[config.mk]
export PLATFORM = sky130hd
export DESIGN_NAME = sxd_core
export DESIGN_NICKNAME = d
export VERILOG_FILES = /design/src/sxd_pkg.sv /design/src/sxd_stack.sv /design/src/sxd_core.sv
export SDC_FILE = /design/constraint.sdc
export NUM_CORES = 2
export LEC_CHECK = 0
export ABC_AREA = 1
export BUFFER_PORTS_ARGS = -buffer_cell sky130_fd_sc_hd__clkbuf_2
export CAP_MARGIN = 20
export CORE_ASPECT_RATIO = 0.7
export CORE_UTILIZATION = 34
export DETAILED_ROUTE_END_ITERATION = 6
export PLACE_DENSITY_LB_ADDON = 0.15
export SYNTH_ARGS = -nofsm -noshare
export SYNTH_HDL_FRONTEND = slang
export SYNTH_SLANG_ARGS = --single-unit
[constraint.sdc]
create_clock -name mclk_i -period 4.25 [get_ports mclk_i]
set_clock_uncertainty 0.1 [all_clocks]
set_input_delay 1.275 -clock mclk_i [delete_from_list [all_inputs] [get_ports mclk_i]]
set_output_delay 1.275 -clock mclk_i [all_outputs]
set_load 0.01 [all_outputs]
[src/sxd_pkg.sv]
// Constants for the swap, exclusive-OR and direction-load execute core
// Function
// - Nibble swap exchanges bits 3:0 and 7:4, flags untouched.
// - Nibble swap destination bit clear writes W, set writes file.
// - Direction load copies W to direction register 5..7, flags untouched.
// - Xor literal combines W with low byte into W, zero only.
// - Xor file combines W with seven-bit addressed file, zero only.
// - Xor file destination bit set writes file, clear writes W.
// - Every fetched instruction word is fourteen bits wide.
// - Accepted interrupt jumps to program address 0004h.
// - Any reset starts fetching at program address 0000h.
// - Hardware return stack holds eight entries.
// - Separate upper latch supplies high program address bits for paging.
// - Indirect pointer is a full eight-bit read/write register.
// - Register file of 128 bytes addressed by seven-bit field.
// - Enabled interrupt wakes the core from sleep.
package sxd_pkg;
  localparam int          INSTR_W      = 14;
  localparam int          PC_W         = 13;
  localparam int          DATA_W       = 8;
  localparam int          FADDR_W      = 7;
  localparam int          FILE_DEPTH   = 128;
  localparam int          STACK_DEPTH  = 8;
  localparam int          STACK_PTR_W  = 3;
  localparam int          LATCH_W      = 5;
  localparam logic [12:0] RESET_VECTOR = 13'h0000;
  localparam logic [12:0] IRQ_VECTOR   = 13'h0004;
  // Opcode fields
  localparam logic [5:0]  OPC_XOR_FILE = 6'h06;
  localparam logic [5:0]  OPC_SWAP     = 6'h0E;
  localparam logic [5:0]  OPC_XOR_LIT  = 6'h3A;
  localparam logic [10:0] OPC_DIR_LOAD = 11'h00C;
  localparam logic [2:0]  OPC_CALL     = 3'h4;
  localparam logic [2:0]  OPC_GOTO     = 3'h5;
  localparam logic [13:0] OPC_SLEEP    = 14'h0063;
  localparam logic [13:0] OPC_RETURN   = 14'h0008;
  localparam logic [13:0] OPC_RETFIE   = 14'h0009;
  localparam int          DEST_BIT     = 7;
  localparam logic [2:0]  DIR_SEL_LO   = 3'h5;
  // Special file addresses
  localparam logic [6:0]  ADDR_INDIRECT = 7'h00;
  localparam logic [6:0]  ADDR_POINTER  = 7'h04;
  localparam logic [6:0]  ADDR_LATCH    = 7'h0A;
  localparam logic [7:0]  DIR_RESET     = 8'hFF;
  typedef enum logic [2:0] {
    SXD_RUN   = 3'b001,
    SXD_FLUSH = 3'b010,
    SXD_SLEEP = 3'b100
  } sxd_state_e;
endpackage

[src/sxd_stack.sv]
// Eight-entry return address stack
`timescale 1ns/100ps
module sxd_stack (
  // Clock and reset
  input  wire logic              mclk_i,
  input  wire logic              rst_b_i,
  // Push and pop
  input  wire logic              push_i,
  input  wire logic              pop_i,
  input  wire logic [12:0]       push_addr_i,
  output logic      [12:0]       top_o
);
  logic [12:0] mem_r [sxd_pkg::STACK_DEPTH];
  logic [2:0]  ptr_r;
  logic [2:0]  ptr_nxt;

  // Circular: a ninth push silently overwrites the oldest entry
  always_comb begin
    ptr_nxt = ptr_r;
    if (push_i) begin
      ptr_nxt = ptr_r + 3'h1;
    end else if (pop_i) begin
      ptr_nxt = ptr_r - 3'h1;
    end
  end

  always_ff @(posedge mclk_i) begin
    if (!rst_b_i) begin
      ptr_r <= 3'h0;
    end else begin
      ptr_r <= ptr_nxt;
    end
  end

  always_ff @(posedge mclk_i) begin
    if (push_i) begin
      mem_r[ptr_r] <= push_addr_i;
    end
  end

  assign top_o = mem_r[ptr_r - 3'h1];
endmodule // sxd_stack

[src/sxd_core.sv]
// Decode and execute core for swap, exclusive-OR and direction load
`timescale 1ns/100ps
module sxd_core (
  // Clock and reset
  input  wire logic        mclk_i,
  input  wire logic        rst_b_i,
  // Fetch path
  input  wire logic [13:0] instr_i,
  input  wire logic        instr_valid_i,
  output logic      [12:0] prog_addr_o,
  // Interrupt
  input  wire logic        irq_i,
  input  wire logic        irq_en_i,
  // Architectural state
  output logic      [7:0]  w_o,
  output logic             zero_o,
  output logic      [7:0]  ind_ptr_o,
  output logic      [4:0]  pc_latch_o,
  output logic             sleeping_o,
  // Direction registers
  output logic      [7:0]  dir_port5_o,
  output logic      [7:0]  dir_port6_o,
  output logic      [7:0]  dir_port7_o
);
  sxd_pkg::sxd_state_e st_r, st_nxt;
  logic [12:0] pc_r, pc_nxt;
  logic [7:0]  w_r, w_nxt;
  logic        zero_r, zero_nxt;
  logic [7:0]  ind_r, ind_nxt;
  logic [4:0]  lat_r, lat_nxt;
  logic        in_isr_r, in_isr_nxt;
  logic [7:0]  dir_r [3];
  logic [7:0]  dir_nxt [3];
  logic [7:0]  ram_r [sxd_pkg::FILE_DEPTH];
  logic        ram_we;
  logic [6:0]  ram_wa;
  logic [7:0]  ram_wd;
  logic        irq_s1_r, irq_s2_r;
  logic        push, pop;
  logic [12:0] stack_top;
  logic [12:0] push_addr;
  logic [6:0]  fa;
  logic [7:0]  fval;
  logic [7:0]  result;
  logic        to_file;
  logic        irq_take;

  // Seven-bit file field; address zero goes through the pointer
  function automatic logic [6:0] eff_addr(input logic [13:0] ins, input logic [7:0] ptr);
    eff_addr = (ins[6:0] == sxd_pkg::ADDR_INDIRECT) ? ptr[6:0] : ins[6:0];
  endfunction

  function automatic logic is_op6(input logic [13:0] ins, input logic [5:0] opc);
    is_op6 = (ins[13:8] == opc);
  endfunction

  // Pin level, two stages before use
  always_ff @(posedge mclk_i) begin
    if (!rst_b_i) begin
      irq_s1_r <= 1'b0;
      irq_s2_r <= 1'b0;
    end else begin
      irq_s1_r <= irq_i;
      irq_s2_r <= irq_s1_r;
    end
  end

  sxd_stack u_stack (
    .mclk_i      (mclk_i),
    .rst_b_i     (rst_b_i),
    .push_i      (push),
    .pop_i       (pop),
    .push_addr_i (push_addr),
    .top_o       (stack_top)
  );

  // File read mux; pointer and latch live outside the array
  always_comb begin
    fa = eff_addr(instr_i, ind_r);
    if (fa == sxd_pkg::ADDR_POINTER) begin
      fval = ind_r;
    end else if (fa == sxd_pkg::ADDR_LATCH) begin
      fval = {3'h0, lat_r};
    end else begin
      fval = ram_r[fa];
    end
  end

  assign irq_take = irq_s2_r && irq_en_i && !in_isr_r;

  always_comb begin
    st_nxt     = st_r;
    pc_nxt     = pc_r;
    w_nxt      = w_r;
    zero_nxt   = zero_r;
    ind_nxt    = ind_r;
    lat_nxt    = lat_r;
    in_isr_nxt = in_isr_r;
    for (int i = 0; i < 3; i++) begin
      dir_nxt[i] = dir_r[i];
    end
    ram_we  = 1'b0;
    ram_wa  = fa;
    ram_wd  = 8'h00;
    push    = 1'b0;
    pop     = 1'b0;
    // A call resumes after itself, an interrupt at the word it displaced
    push_addr = pc_r + 13'h0001;
    result  = 8'h00;
    to_file = 1'b0;
    case (st_r)
      sxd_pkg::SXD_SLEEP: begin
        if (irq_s2_r && irq_en_i) begin
          st_nxt = sxd_pkg::SXD_RUN;
        end
      end
      sxd_pkg::SXD_FLUSH: begin
        // Word fetched during a branch is discarded
        if (instr_valid_i) begin
          st_nxt = sxd_pkg::SXD_RUN;
        end
      end
      sxd_pkg::SXD_RUN: begin
        if (irq_take) begin
          push       = 1'b1;
          push_addr  = pc_r;
          in_isr_nxt = 1'b1;
          pc_nxt     = sxd_pkg::IRQ_VECTOR;
          st_nxt     = sxd_pkg::SXD_FLUSH;
        end else if (instr_valid_i) begin
          // Full fourteen-bit word decoded
          pc_nxt = pc_r + 13'h0001;
          if (is_op6(instr_i, sxd_pkg::OPC_SWAP)) begin
            result  = {fval[3:0], fval[7:4]};
            to_file = instr_i[sxd_pkg::DEST_BIT];
            if (!to_file) begin
              w_nxt = result;
            end
          end else if (is_op6(instr_i, sxd_pkg::OPC_XOR_FILE)) begin
            result   = w_r ^ fval;
            zero_nxt = (result == 8'h00);
            to_file  = instr_i[sxd_pkg::DEST_BIT];
            if (!to_file) begin
              w_nxt = result;
            end
          end else if (is_op6(instr_i, sxd_pkg::OPC_XOR_LIT)) begin
            w_nxt    = w_r ^ instr_i[7:0];
            zero_nxt = ((w_r ^ instr_i[7:0]) == 8'h00);
          end else if (instr_i == sxd_pkg::OPC_SLEEP) begin
            // Shares the direction-load prefix, so it is decoded first
            st_nxt = sxd_pkg::SXD_SLEEP;
          end else if (instr_i[13:3] == sxd_pkg::OPC_DIR_LOAD) begin
            // Other selectors below five are ignored
            if (instr_i[2:0] >= sxd_pkg::DIR_SEL_LO) begin
              dir_nxt[2'(instr_i[2:0] - sxd_pkg::DIR_SEL_LO)] = w_r;
            end
          end else if (instr_i == sxd_pkg::OPC_RETURN ||
                       instr_i == sxd_pkg::OPC_RETFIE) begin
            pop    = 1'b1;
            pc_nxt = stack_top;
            st_nxt = sxd_pkg::SXD_FLUSH;
            if (instr_i == sxd_pkg::OPC_RETFIE) begin
              in_isr_nxt = 1'b0;
            end
          end else if (instr_i[13:11] == sxd_pkg::OPC_CALL ||
                       instr_i[13:11] == sxd_pkg::OPC_GOTO) begin
            push   = (instr_i[13:11] == sxd_pkg::OPC_CALL);
            pc_nxt = {lat_r[4:3], instr_i[10:0]};
            st_nxt = sxd_pkg::SXD_FLUSH;
          end
          if (to_file) begin
            if (fa == sxd_pkg::ADDR_POINTER) begin
              ind_nxt = result;
            end else if (fa == sxd_pkg::ADDR_LATCH) begin
              lat_nxt = result[4:0];
            end else begin
              ram_we = 1'b1;
              ram_wd = result;
            end
          end
        end
      end
      default: begin
        st_nxt = sxd_pkg::SXD_RUN;
      end
    endcase
  end

  always_ff @(posedge mclk_i) begin
    if (!rst_b_i) begin
      st_r     <= sxd_pkg::SXD_RUN;
      pc_r     <= sxd_pkg::RESET_VECTOR;
      w_r      <= 8'h00;
      zero_r   <= 1'b0;
      ind_r    <= 8'h00;
      lat_r    <= 5'h00;
      in_isr_r <= 1'b0;
      for (int i = 0; i < 3; i++) begin
        dir_r[i] <= sxd_pkg::DIR_RESET;
      end
    end else begin
      st_r     <= st_nxt;
      pc_r     <= pc_nxt;
      w_r      <= w_nxt;
      zero_r   <= zero_nxt;
      ind_r    <= ind_nxt;
      lat_r    <= lat_nxt;
      in_isr_r <= in_isr_nxt;
      for (int i = 0; i < 3; i++) begin
        dir_r[i] <= dir_nxt[i];
      end
    end
  end

  // Cleared at reset so a read before any write is defined
  always_ff @(posedge mclk_i) begin
    if (!rst_b_i) begin
      for (int i = 0; i < sxd_pkg::FILE_DEPTH; i++) begin
        ram_r[i] <= 8'h00;
      end
    end else if (ram_we) begin
      ram_r[ram_wa] <= ram_wd;
    end
  end

  assign prog_addr_o = pc_r;
  assign w_o         = w_r;
  assign zero_o      = zero_r;
  assign ind_ptr_o   = ind_r;
  assign pc_latch_o  = lat_r;
  assign sleeping_o  = st_r[2];
  assign dir_port5_o = dir_r[0];
  assign dir_port6_o = dir_r[1];
  assign dir_port7_o = dir_r[2];
endmodule // sxd_core

# --- After elaboration in Yosys (flattened, before gate mapping) ---
# Memory sizes are Yosys's and may differ from the RTL's.
# Index checks and enable logic that the tools add are counted.
totals:
  mem_count: 3
  mem_bits_rw: 1152
  register_bits: 44
op_classes:
  add_sub_neg: 4
  n_mux: 107
  eq_ne: 29
  bitwise_logic: 9
  magnitude_cmp: 3
  n_reduce_logical: 23
mem_list:
  columns: ["name", "words", "word_bits", "rd", "rd_ports_with_merged_regs", "write_ports", "line_no", "rtl"]
  rows:
  - ["ram_r", 128, 8, 1, 0, 128, "sxd_core.sv:34", "logic [7:0] ram_r [sxd_pkg::FILE_DEPTH];"]
  - ["u_stack.mem_r", 8, 13, 1, 0, 1, "sxd_stack.sv:13", "logic [12:0] mem_r [sxd_pkg::STACK_DEPTH];"]
  - ["dir_r", 3, 8, 3, 0, 3, "sxd_core.sv:32", "logic [7:0] dir_r [3];"]
op_table:
  columns: ["op", "count"]
  rows:
  - ["24-bit 2-to-1 mux", 9]
  - ["8-bit 2-to-1 mux", 20]
  - ["13-bit 2-to-1 mux", 11]
  - ["1-bit 2-to-1 mux", 49]
  - ["3-bit 2-to-1 mux", 13]
  - ["14-bit by 4-bit equality test with 1-bit output, second input constant", 2]
  - ["24-bit bitwise mux", 1]
  - ["2-bit inequality test, second input constant", 9]
  - ["8-bit demux with 2-bit select", 1]
  - ["8-bit logical NOT", 2]
  - ["8-bit XOR", 2]
  - ["14-bit by 7-bit equality test with 1-bit output, second input constant", 1]
  - ["7-bit 2-to-1 mux", 2]
  - ["13-bit by 1-bit adder with 13-bit output, second input constant", 1]
  - ["3-bit inequality test, second input constant", 4]
  - ["6-bit AND reduction", 2]
  - ["11-bit by 4-bit equality test with 1-bit output, second input constant", 1]
  - ["5-bit AND reduction", 2]
  - ["2-bit nonzero test", 5]
  - ["3-bit equality test, second input constant", 3]
  - ["3-bit case mux with 3 select lines", 1]
  - ["9-bit AND reduction", 1]
  - ["8-bit AND reduction", 1]
  - ["8-bit OR reduction", 1]
  - ["23 further kinds", 31]

# --- Depth between registers and ports, before layout ---
depth:
  ltp_word: 17
  ltp_mapped: 29

# --- By module ---
# From an unflattened synthesis, not the netlist that was laid out.
unflattened:
  hier_cells: 6151
  area_unflattened_um2: 55902.4
by_module_without_submodules:
  columns: ["mod", "instances", "seq_area_each_um2", "area_per_inst_um2", "cells_each"]
  rows:
  - ["sxd_core", 1, 32050.7, 51076.5, 5658]
  - ["sxd_stack", 1, 3183.1, 4825.9, 493]

# --- Least setup slack after synthesis ---
# Ideal clock, no wire load.
synth_path:
  path_type: "input-to-reg"
  start: "input instr_i[0]"
  end: "memory ram_r[126][0] (enable)"
  required_time_ps: 3821
  arrival_time_ps: 3916
  setup_slack_ps: -95
  path_stages: 17
  cell_sequence: "buf_4 -> nor2_4 -> nand2_2 -> o21ai_2 -> nand2_2 -> buf_4 -> buf_4 -> nand2_1 -> nor3_2 -> nor2_1 -> inv_2 -> nor2_8 -> nand2_4 -> nor3_2 -> buf_2 -> nand2_1 -> nand2_1"
synth_lines:
  columns: ["element", "line_no", "rtl"]
  rows:
  - ["start: declaration", "sxd_core.sv:8", "input wire logic [13:0] instr_i,"]
  - ["end: declaration", "sxd_core.sv:34", null]

==> run summary <==
- 45100 — DR vias
- 61 — largest net degree at the start of global routing
- 0.79 ns — clock insertion delay at the later pin of the skew report
- 136000 um — HPWL after DPL
- 8726 — non-filler cells in the finished layout
- 1128 — EDFF count, synth
- 483 um — die extent in x
- 6523 — final net count
- 0 — number of antenna-violating nets in the routed design
- 3 — Clock Tree Buf Depth
- 4.55 ns — Final Critical Period
- 220 MHz — Max Fclk
- 4.98 ns — WP data arrival
- 0 — hold-fix buffer count after cts
- 0 — Post-route DRC
- 388 nW/um^2 — Pwr per Cell Area
- 55100 um^2 — netlist area before placement
- flop — crit end category
- 161000 um^2 — core box area
- 63.9% — part of the Yosys area used for sequential elements
- sky130_fd_sc_hd__nand2_1 (1732), sky130_fd_sc_hd__nor2_1 (1214), sky130_fd_sc_hd__edfxtp_1 (1128), sky130_fd_sc_hd__buf_4 (541), sky130_fd_sc_hd__nand3_1 (436) — highest-count cells in the layout ignoring fill and taps
- yes — RSZ-0062 raised after global routing
- 43.9% — Core Util, Final
- 16 — biggest fanout along the worst timing path
- 20.1% — share of cells above drive strength 1
- 1.15 ns — transition time at the pin with the least slew margin
- sky130_fd_sc_hd__clkbuf_16 — Clk Tree Root Cell
- 5.17 — routed vias/inst
- 299000 um — global-route wire length before repair
- 22.2% — headroom to the max-slew limit
- 0.932 — gpl congestion
- yes — clock tree from TritonCTS
- sky130_fd_sc_hd__nand2_1 — leading cell type in the layout, fill and taps excluded
- 0.07 ns — clock-pin slew of the registers on the worst-case setup and hold paths
- 211000 um — total wirelength of the detailed-routed design
- 123 — placement row count
- 9.44 um^2 — average cell area after synthesis
- 0 — number of pins with negative max-slew slack in the final report
- 8 — initial antenna violation count
- 4.68 ns — CP required
- 0 — yosys synthesis warning count
- 34.3% — starting density of the core
- 1491 — final-report setup violation count
- 0 — global route total overflow
- negative setup slack — violations in the final reports
- 24.1 um — DR WL/cell
- reg -> reg — min-delay worst type
- 5838 — cell count after synthesis
- 5296 — number of design-rule violations left by the first detailed-router iteration
- 0.318 ns — worst slack on hold paths
- 41900 — number of global-route vias before repair
- 0.36 ns — Crit path largest cell delay
- 27.2 nW — leakage power
- 79 — I/O Pins
- 0.294 mV — largest voltage drop on the vdd net
- 8385 — number of cells after detailed placement
- -1.42 ns — DP Worst Slack
- sky130_fd_sc_hd__bufbuf_16 — Max stage delay cell, worst path
- 3 — H-tree level count
- 107% — Final Cycle Share
- input pin — crit start category
- in -> reg — path type of the worst setup path
- 25.1% — global-route usage over all layers
- 1196 — Clock Sinks
- 0 — total count of hold-check failures in the final report
- -0.300 ns — min setup slack post-route
- 121 — number of CTS-inserted buffers
- 0% — async set-or-reset flop fraction in the synthesized netlist
- 28.3% — area added between synthesis and finish
- 6 — number of iterations in the first detailed-routing pass
- finished, violations left — outcome
- 54 — Cell variety after synth
- 78 — Buffers on Ports
- 1196 — post-synthesis sequential element count
- 164000 um^2 — Total Die Area
- 339 um — die extent in y
- 0 — Max Cap Violations
- sky130_fd_sc_hd__edfxtp_1 — Primary FF master, synth
[Yosys cell counts (11+ instances only)]
library cell	instances	area, um^2
sky130_fd_sc_hd__a21oi_1	58	290
sky130_fd_sc_hd__o211ai_1	25	188
sky130_fd_sc_hd__a22oi_1	16	120
sky130_fd_sc_hd__o221ai_1	13	114
sky130_fd_sc_hd__o21bai_1	11	82.6
sky130_fd_sc_hd__buf_6	27	304
sky130_fd_sc_hd__nand2_2	15	93.8
sky130_fd_sc_hd__edfxtp_1	1128	33900
sky130_fd_sc_hd__buf_2	144	721
sky130_fd_sc_hd__o21ai_1	15	75.1
sky130_fd_sc_hd__clkbuf_1	117	439
sky130_fd_sc_hd__nor2_1	1265	4750
sky130_fd_sc_hd__inv_1	189	709
sky130_fd_sc_hd__buf_4	34	255
sky130_fd_sc_hd__nor3_1	15	75.1
sky130_fd_sc_hd__dfxtp_1	68	1360
sky130_fd_sc_hd__nand2_1	1856	6970
sky130_fd_sc_hd__nand3_1	451	2260
sky130_fd_sc_hd__nand4_1	34	213
sky130_fd_sc_hd__nand3b_1	40	300
sky130_fd_sc_hd__buf_1	31	116
sky130_fd_sc_hd__inv_2	11	41.3
sky130_fd_sc_hd__o21ai_0	184	921
[routing by layer]
layer	GRT usage, %	vias to the layer above	wire length, um
li1	-	20800	-
met1	38.5	22100	98400
met2	34.3	2023	84400
met3	7.24	234	23400
met4	5.61	0	4490
met5	0	-	0
[sequential cells by signal, indices dropped and copies added (netlist names), 3 cells and up]
signal and flops:
u_stack.mem_r 104, prog_addr_o 13, u_stack.ptr_r 3, ind_ptr_o 8
ram_r 1024, dir_r 24, w_o 8, pc_latch_o 5
st_r 3
[area by class of cell]
class                           count  area, um^2
Fill cell                       15400       90200
Clock buffer                      158        3330
Multi-Input combinational cell   4107       18500
Tap cell                         2125        2660
Clock inverter                     61         563
Inverter                          202         769
Timing Repair Buffer              873        9660
Antenna cell                        4        10.0
Sequential cell                  1196       35200
[repair_timing]
item / 4_1_cts / 5_1_grt
cloned: 41 / 7
pin swaps: 33 / 26
gates resized for setup: 279 / 56
setup endpoints to repair: 1267 / 1778
buffers inserted: 58 / 11
hold endpoints to repair: 0 / 0
[power breakdown]
part | internal [mW] | switching, mW | leakage, nW | total, mW
Clock | 5.93 | 4.90 | 1.91 | 10.8
Combinational | 1.06 | 2.07 | 13.3 | 3.13
Sequential | 13.3 | 0.148 | 12.1 | 13.4
Total | 20.3 | 7.12 | 27.2 | 27.4
[logic make-up (layout without fill, tap and decap cells)]
kind of cell	count (synthesis)	count (layout)	synth area share, %
AO/OA/AOI/OAI	355	355	3.75
XOR/XNOR	18	18	0.286
adder cells (fa/ha/maj)	3	3	0.0681
buffers and inverters	555	1294	4.71
flip-flops	1196	1196	63.9
other	1	20	0.00681
AND/OR/NAND/NOR	3710	3715	27.2
[worst max-delay path, delay by kind of cell]
family	cells	cell delay, ns
simple gates	17	1.97
buf+inv	8	1.35
compound gates	2	0.27
[per-stage QoR]
step           setup TNS (ns)  power [mW]  area (um^2)
2_1_floorplan           -8.22        15.1        55300
3_3_place_gp         -2038.15        16.5        63600
3_5_place_dp         -1995.59        16.5        63600
4_1_cts                -65.24        27.4        70200
5_1_grt               -362.17        28.2        70700
6_report              -179.32        27.4        70700
[worst paths after layout]
kind / start / end / slack (ns) / cells after the start
worst max-delay path: instr_i[5] / ram_r[35][4] / -0.30 / 27
worst min-delay path: irq_s1_r / irq_s2_r / 0.32 / 2
worst max register to register: ind_ptr_o[0] / ram_r[35][4] / 0.22 / 23
worst min register to register: irq_s1_r / irq_s2_r / 0.32 / 2
No activity file was read; power rests on OpenSTA's default activity.
